**config.mk**
```make
export PLATFORM = sky130hd
export DESIGN_NAME = stten_top
export DESIGN_NICKNAME = d
export VERILOG_FILES = /design/src/rtl/stten_pkg.sv /design/src/rtl/stten_top.sv
export SDC_FILE = /design/constraint.sdc
export NUM_CORES = 1
export LEC_CHECK = 0
export ABC_AREA = 1
export CAP_MARGIN = 10
export CORE_AREA = 2 2 58 60
export DETAILED_ROUTE_END_ITERATION = 8
export DIE_AREA = 0 0 60 62
export DONT_BUFFER_PORTS = 1
export GPL_TIMING_DRIVEN = 0
export PLACE_DENSITY = 0.75
export SYNTH_ARGS = -nofsm -noshare
export SYNTH_HDL_FRONTEND = slang
export SYNTH_SLANG_ARGS = --single-unit
```
**constraint.sdc**
```tcl
create_clock -name I_CORE_CLK -period 2.9 [get_ports I_CORE_CLK]
set_input_delay 0.29 -clock I_CORE_CLK [delete_from_list [all_inputs] [get_ports I_CORE_CLK]]
set_output_delay 0.29 -clock I_CORE_CLK [all_outputs]
set_load 0.005 [all_outputs]
```
**src/rtl/stten_pkg.sv**
```systemverilog
/*
  Package for the serial trigger enable block: register map, field
  positions and reset values.
  Assumes a 32-bit AXI4-Lite register bus with byte addressing.
*/
package stten_pkg;
  localparam int ADDR_W = 12;
  localparam logic [ADDR_W-1:0] TRIG_CTRL_OFS = 12'h008;
  localparam int CHAN_CNT = 8;
  localparam int SEL_W = 3;
  localparam int SEL_LSB = 0;
  localparam int RX_ARM_BIT = 4;
  localparam int TX_ARM_BIT = 5;
  localparam logic [SEL_W-1:0] SEL_RST = 3'h0;
  localparam logic RX_ARM_RST = 1'h0;
  localparam logic TX_ARM_RST = 1'h0;
  localparam logic [1:0] RESP_OKAY = 2'h0;
  localparam logic [1:0] RESP_SLVERR = 2'h2;
endpackage : stten_pkg

```
**src/rtl/stten_top.sv**
```systemverilog
/*
  Trigger control of the serial port: one control register over
  AXI4-Lite, rising-edge detect on a selected event channel, and
  one-cycle receiver/transmitter enable command pulses.
  Assumes event channels are synchronous to I_CORE_CLK.
*/
// Our own choice: register access over AXI4-Lite.
`timescale 1ns/10ps

// Operation
// - with the tx arm bit set, each rising edge of the selected channel pulses the transmitter enable command.
// - with the rx arm bit set, each rising edge of the selected channel pulses the receiver enable command.
// - a 3-bit read-write select field in bits 2:0, reset zero, picks event channel n for value n.
// - one selected channel serves both arm bits independently, and with neither set it does nothing.
module stten_top
  import stten_pkg::*;
(
  input wire logic I_CORE_CLK,
  input wire logic I_RST,
  input wire logic [CHAN_CNT-1:0] I_EVENT_CHANNEL,
  input wire logic [ADDR_W-1:0] I_AWADDR,
  input wire logic I_AWVALID,
  output logic O_AWREADY,
  input wire logic [31:0] I_WDATA,
  input wire logic [3:0] I_WSTRB,
  input wire logic I_WVALID,
  output logic O_WREADY,
  output logic [1:0] O_BRESP,
  output logic O_BVALID,
  input wire logic I_BREADY,
  input wire logic [ADDR_W-1:0] I_ARADDR,
  input wire logic I_ARVALID,
  output logic O_ARREADY,
  output logic [31:0] O_RDATA,
  output logic [1:0] O_RRESP,
  output logic O_RVALID,
  input wire logic I_RREADY,
  output logic O_RECEIVER_ENABLE_CMD,
  output logic O_TRANSMITTER_ENABLE_CMD
);

  function automatic logic hit_ctrl(input logic [ADDR_W-1:0] a);
    return {a[ADDR_W-1:2], 2'h0} == TRIG_CTRL_OFS;
  endfunction : hit_ctrl

  logic [SEL_W-1:0] sel_r, sel_nxt;
  logic rx_arm_r, rx_arm_nxt, tx_arm_r, tx_arm_nxt;
  logic aw_full_r, aw_full_nxt, w_full_r, w_full_nxt;
  logic [ADDR_W-1:0] awaddr_r, awaddr_nxt;
  logic [31:0] wdata_r, wdata_nxt;
  logic wstrb0_r, wstrb0_nxt;
  logic bvalid_r, bvalid_nxt;
  logic [1:0] bresp_r, bresp_nxt;
  logic rvalid_r, rvalid_nxt;
  logic [1:0] rresp_r, rresp_nxt;
  logic [31:0] rdata_r, rdata_nxt;
  logic prev_r, prev_nxt;
  logic rx_cmd_r, rx_cmd_nxt, tx_cmd_r, tx_cmd_nxt;
  logic cur, edge_seen, do_write;

  assign O_AWREADY = !aw_full_r && !bvalid_r;
  assign O_WREADY = !w_full_r && !bvalid_r;
  assign O_ARREADY = !rvalid_r;
  assign O_BVALID = bvalid_r;
  assign O_BRESP = bresp_r;
  assign O_RVALID = rvalid_r;
  assign O_RRESP = rresp_r;
  assign O_RDATA = rdata_r;
  assign O_RECEIVER_ENABLE_CMD = rx_cmd_r;
  assign O_TRANSMITTER_ENABLE_CMD = tx_cmd_r;

  assign cur = I_EVENT_CHANNEL[sel_r];
  assign edge_seen = cur && !prev_r;

  // write path: address and data caught in either order
  always_comb begin
    aw_full_nxt = aw_full_r;
    w_full_nxt = w_full_r;
    awaddr_nxt = awaddr_r;
    wdata_nxt = wdata_r;
    wstrb0_nxt = wstrb0_r;
    bvalid_nxt = bvalid_r;
    bresp_nxt = bresp_r;
    sel_nxt = sel_r;
    rx_arm_nxt = rx_arm_r;
    tx_arm_nxt = tx_arm_r;
    if (I_AWVALID && O_AWREADY) begin
      aw_full_nxt = 1'h1;
      awaddr_nxt = I_AWADDR;
    end
    if (I_WVALID && O_WREADY) begin
      w_full_nxt = 1'h1;
      wdata_nxt = I_WDATA;
      wstrb0_nxt = I_WSTRB[0];
    end
    do_write = aw_full_r && w_full_r && !bvalid_r;
    if (do_write) begin
      aw_full_nxt = 1'h0;
      w_full_nxt = 1'h0;
      bvalid_nxt = 1'h1;
      bresp_nxt = hit_ctrl(awaddr_r) ? RESP_OKAY : RESP_SLVERR;
      // all fields live in byte lane 0; reserved bits are dropped
      if (hit_ctrl(awaddr_r) && wstrb0_r) begin
        sel_nxt = wdata_r[SEL_LSB +: SEL_W];
        rx_arm_nxt = wdata_r[RX_ARM_BIT];
        tx_arm_nxt = wdata_r[TX_ARM_BIT];
      end
    end else if (bvalid_r && I_BREADY) begin
      bvalid_nxt = 1'h0;
    end
  end

  // read path: one cycle from address to data
  always_comb begin
    rvalid_nxt = rvalid_r;
    rresp_nxt = rresp_r;
    rdata_nxt = rdata_r;
    if (I_ARVALID && O_ARREADY) begin
      rvalid_nxt = 1'h1;
      rdata_nxt = 32'h0000_0000;
      if (hit_ctrl(I_ARADDR)) begin
        rresp_nxt = RESP_OKAY;
        rdata_nxt[SEL_LSB +: SEL_W] = sel_r;
        rdata_nxt[RX_ARM_BIT] = rx_arm_r;
        rdata_nxt[TX_ARM_BIT] = tx_arm_r;
      end else begin
        rresp_nxt = RESP_SLVERR;
      end
    end else if (rvalid_r && I_RREADY) begin
      rvalid_nxt = 1'h0;
    end
  end

  // trigger: the select may change between samples; that can make
  // a spurious edge, a limitation accepted for a single-flop detector
  always_comb begin
    prev_nxt = cur;
    rx_cmd_nxt = edge_seen && rx_arm_r;
    tx_cmd_nxt = edge_seen && tx_arm_r;
  end

  always_ff @(posedge I_CORE_CLK or posedge I_RST) begin
    if (I_RST) begin
      sel_r <= SEL_RST;
      rx_arm_r <= RX_ARM_RST;
      tx_arm_r <= TX_ARM_RST;
      aw_full_r <= 1'h0;
      w_full_r <= 1'h0;
      awaddr_r <= '0;
      wdata_r <= 32'h0000_0000;
      wstrb0_r <= 1'h0;
      bvalid_r <= 1'h0;
      bresp_r <= RESP_OKAY;
      rvalid_r <= 1'h0;
      rresp_r <= RESP_OKAY;
      rdata_r <= 32'h0000_0000;
      prev_r <= 1'h0;
      rx_cmd_r <= 1'h0;
      tx_cmd_r <= 1'h0;
    end else begin
      sel_r <= sel_nxt;
      rx_arm_r <= rx_arm_nxt;
      tx_arm_r <= tx_arm_nxt;
      aw_full_r <= aw_full_nxt;
      w_full_r <= w_full_nxt;
      awaddr_r <= awaddr_nxt;
      wdata_r <= wdata_nxt;
      wstrb0_r <= wstrb0_nxt;
      bvalid_r <= bvalid_nxt;
      bresp_r <= bresp_nxt;
      rvalid_r <= rvalid_nxt;
      rresp_r <= rresp_nxt;
      rdata_r <= rdata_nxt;
      prev_r <= prev_nxt;
      rx_cmd_r <= rx_cmd_nxt;
      tx_cmd_r <= tx_cmd_nxt;
    end
  end
endmodule : stten_top

```
==> out/summary.log <==
[placement] Buffers on Ports 0
[die] cell row count 21
[placement] placed standard-cell area 0.00198 mm²
[die] Initial Util 56.2%
[placement] final weighted congestion in routability-driven placement 0.721
[sta] Final Cycle Share 45.5%
[detailed_routing] drt wl/cell 10.9 µm
[worst_setup_path] launching element type of the critical path flop
[placement] Post-Place Worst Slack 1.58 ns
[detailed_routing] DRC viols 0
[detailed_routing] initial drt markers 24
[sta] number of failing hold endpoints at the final stage 0
[job] max-cap check violation count 0
[sta] Worst Skew 0.0118 ns
[clock_network] latest clock arrival within the worst-skew pair 0.33 ns
[die] x dimension of the die 60 µm
[worst_setup_path] library cell contributing the largest single delay on the critical path sky130_fd_sc_hd__dfrtp_1
[finish] Net count, final 295
[placement] DP HPWL 2.29 mm
[die] top-level I/O count 118
[sta] total negative slack 0 ns
[detailed_routing] Avg Vias per Cell 4.56
[sta] Fmax 759 MHz
[finish] post-route cell area 0.00206 mm²
[sta] number of max-slew violations in the final report 0
[detailed_routing] count of nets left with antenna violations after detail routing 0
[worst_setup_path] critical path start-end classification reg2reg
[clock_network] setup repair bufs after CTS 0
[worst_setup_path] element type at the critical path end flop
[logic_synthesis] YS warnings 0
[worst_setup_path] critical path arrival 1.53 ns
[clock_network] CTS Root Cell sky130_fd_sc_hd__clkbuf_4
[die] floorplan die height 62 µm
[sta] crit path setup slack, layout 1.58 ns
[worst_setup_path] crit-path max FO 10
[finish] share of final-layout standard cells stronger than drive strength 1 28.2%
[detailed_routing] routed wire length 2.91 mm
[grt] via count of the first global-routing pass 1074
[sta] clock period minus final worst setup slack 1.32 ns
[finish] Antenna Diode Count 0
[finish] signed area change from the synthesized netlist to the final layout 15.2%
[finish] fillers 287
[clock_network] Longest Clk Path Bufs 2
[clock_network] post-cts gate resize count 0
[logic_synthesis] average cell area after synthesis 9.77 µm²
[clock_network] clock slew at reported path FFs 0.10 ns
[grt] global-route wire length before repair 4.59 mm
[grt] global-route total usage across every layer 17.1%
[logic_synthesis] cell area after synthesis 0.00179 mm²
[grt] largest net degree at the start of global routing 26
[detailed_routing] total number of vias 1214
[detailed_routing] number of optimization iterations in the first detailed-route pass 5
[clock_network] H-tree lvl count 2
[grt] total congestion overflow after global routing 0
[power_and_ir_drop] cell area power density 700 mW/mm²
[status] outcome finished clean
[sta] setup-violating endpoint count in the final report 0
[worst_setup_path] series of cell instances along the critical path nor2_2 > nand2_2 > buf_6 > mux2_4
[logic_synthesis] proportion of synthesized chip area in sequential cells 49.0%
[clock_network] Num CTS Buffers 5
[worst_setup_path] CP delay by family, top flip-flops
[logic_synthesis] number of standard cells after synthesis 183
[power_and_ir_drop] total chip power 1.44 mW
[power_and_ir_drop] largest voltage drop on the vdd net 0.532 mV
[die] core outline area 0.00318 mm²
[logic_synthesis] count of state elements after synthesis 35
[worst_setup_path] Critical path buffers and inverters 1
[power_and_ir_drop] Leakage Power 1.11 nW
[worst_setup_path] critical path data required time 3.11 ns
[clock_network] clock sink total 35
[sta] Hold Slack 0.0491 ns
[hold_path] Hold/Removal Path Class in2reg
[logic_synthesis] count of cell types in the netlist 24
[worst_setup_path] peak per-stage delay on the critical path 0.45 ns
[clock_network] TritonCTS clock tree done
[sta] RSZ-0062 raised after global routing no
[die] Die ar. 0.00372 mm²
[grt] antenna violations before repair 0
metrics by stage:
| step | utilization [%] | cells |
|---|---|---|
| after floorplan | - | 211 |
| after global placement | 61.4 | 257 |
| after detailed placement | 62.2 | 258 |
| after CTS | 64.8 | 266 |
| after global routing | 64.8 | 266 |
| final | 64.8 | 266 |
worst reg2reg max path, stage by stage (launching register included):
cell and delay (ns):
sky130_fd_sc_hd__dfrtp_1 0.45, sky130_fd_sc_hd__nor2_2 0.19, sky130_fd_sc_hd__nand2_2 0.10, sky130_fd_sc_hd__buf_6 0.16, sky130_fd_sc_hd__mux2_4 0.30
cells in the mapped netlist:
master,instances,area (µm²)
sky130_fd_sc_hd__or2_1,1,6.26
sky130_fd_sc_hd__dfrtp_1,35,876
sky130_fd_sc_hd__o21ai_0,2,10.0
sky130_fd_sc_hd__nor2_1,13,48.8
sky130_fd_sc_hd__nor2_2,1,6.26
sky130_fd_sc_hd__nor2_4,2,22.5
sky130_fd_sc_hd__nand2_1,33,124
sky130_fd_sc_hd__a31oi_1,1,6.26
sky130_fd_sc_hd__mux2_4,7,105
sky130_fd_sc_hd__a21oi_1,3,15.0
sky130_fd_sc_hd__nor3_4,1,16.3
sky130_fd_sc_hd__buf_6,1,11.3
sky130_fd_sc_hd__nand3_1,11,55.1
sky130_fd_sc_hd__and2_1,1,6.26
sky130_fd_sc_hd__inv_1,19,71.3
sky130_fd_sc_hd__nand3b_1,1,7.51
sky130_fd_sc_hd__nand4_1,6,37.5
sky130_fd_sc_hd__mux2_2,8,90.1
sky130_fd_sc_hd__or2_0,1,6.26
sky130_fd_sc_hd__nand2_2,2,12.5
sky130_fd_sc_hd__nand3_2,2,20.0
sky130_fd_sc_hd__or2_2,2,12.5
sky130_fd_sc_hd__conb_1,1,3.75
sky130_fd_sc_hd__buf_4,29,218
cell usage in the layout, fill, tap and decap left out:
cell / netlist / routed
sky130_fd_sc_hd__a21oi_1: 3 / 3
sky130_fd_sc_hd__a31oi_1: 1 / 1
sky130_fd_sc_hd__and2_1: 1 / 1
sky130_fd_sc_hd__buf_16: 0 / 1
sky130_fd_sc_hd__buf_4: 29 / 29
sky130_fd_sc_hd__buf_6: 1 / 1
sky130_fd_sc_hd__bufinv_16: 0 / 1
sky130_fd_sc_hd__clkbuf_1: 0 / 1
sky130_fd_sc_hd__clkbuf_4: 0 / 5
sky130_fd_sc_hd__conb_1: 1 / 29
sky130_fd_sc_hd__dfrtp_1: 35 / 35
sky130_fd_sc_hd__dlygate4sd3_1: 0 / 1
sky130_fd_sc_hd__inv_1: 19 / 19
sky130_fd_sc_hd__mux2_2: 8 / 8
sky130_fd_sc_hd__mux2_4: 7 / 7
sky130_fd_sc_hd__nand2_1: 33 / 33
sky130_fd_sc_hd__nand2_2: 2 / 2
sky130_fd_sc_hd__nand3_1: 11 / 11
sky130_fd_sc_hd__nand3_2: 2 / 2
sky130_fd_sc_hd__nand3b_1: 1 / 1
sky130_fd_sc_hd__nand4_1: 6 / 6
sky130_fd_sc_hd__nor2_1: 13 / 13
sky130_fd_sc_hd__nor2_2: 1 / 1
sky130_fd_sc_hd__nor2_4: 2 / 2
sky130_fd_sc_hd__nor3_4: 1 / 1
sky130_fd_sc_hd__o21ai_0: 2 / 2
sky130_fd_sc_hd__or2_0: 1 / 1
sky130_fd_sc_hd__or2_1: 1 / 1
sky130_fd_sc_hd__or2_2: 2 / 2
final timing paths:
| kind | start | end | slack [ns] | cells past startpoint |
|---|---|---|---|---|
| worst max-delay path | O_BVALID | awaddr_r[3] | 1.58 | 4 |
| worst min register to register | wdata_r[5] | wdata_r[5] | 0.51 | 1 |
| worst max register to register | O_BVALID | awaddr_r[3] | 1.58 | 4 |
| min in group asynchronous | I_RST | O_TRANSMITTER_ENABLE_CMD | 0.42 | 2 |
| max in group asynchronous | I_RST | awaddr_r[3] | 2.00 | 3 |
| worst min-delay path | I_BREADY | O_BVALID | 0.05 | 1 |
cell type report:
| cell class | instances | area, µm² | share of cell area, % |
|---|---|---|---|
| Timing Repair Buffer | 2 | 37.5 | 1.82 |
| Tap cell | 46 | 57.6 | 2.79 |
| Clock inverter | 1 | 30.0 | 1.46 |
| Multi-Input combinational cell | 127 | 717 | 34.8 |
| Sequential cell | 35 | 876 | 42.5 |
| Buffer | 30 | 229 | 11.1 |
| Clock buffer | 6 | 41.3 | 2.00 |
| Inverter | 19 | 71.3 | 3.46 |
per-layer routing:
metal / vias to the layer above / wire, µm / global-route usage, %
met5: - / 0 / 0
met4: 0 / 54 / 8.57
met3: 8 / 295 / 6.21
met2: 64 / 1320 / 28.1
met1: 543 / 1240 / 19.8
li1: 599 / - / -
logic make-up after synthesis:
kind of cell    share of synthesized area [%]
compound gates                           1.75
buf+inv                                  16.8
flops                                    49.0
mux                                      10.9
other cells                             0.210
simple gates                             21.3
report_power, final:
group | switching [mW] | internal (mW)
registers | 0.0974 | 0.628
logic | 0.169 | 0.220
clock network | 0.149 | 0.178
total | 0.415 | 1.03
sequential cells by signal, indices dropped and copies added, names as in the netlist, 3 cells and up:
register and cells:
awaddr_r 10, wdata_r 5, sel_r 3, O_RDATA 5
timing repair:
action | 4_1_cts | 5_1_grt
endpoints found under the hold margin | 10 | 0
hold buffers | 1 | 0
endpoints found under the setup margin | 0 | 0
Note: power is estimated with default switching activity, not from simulation.
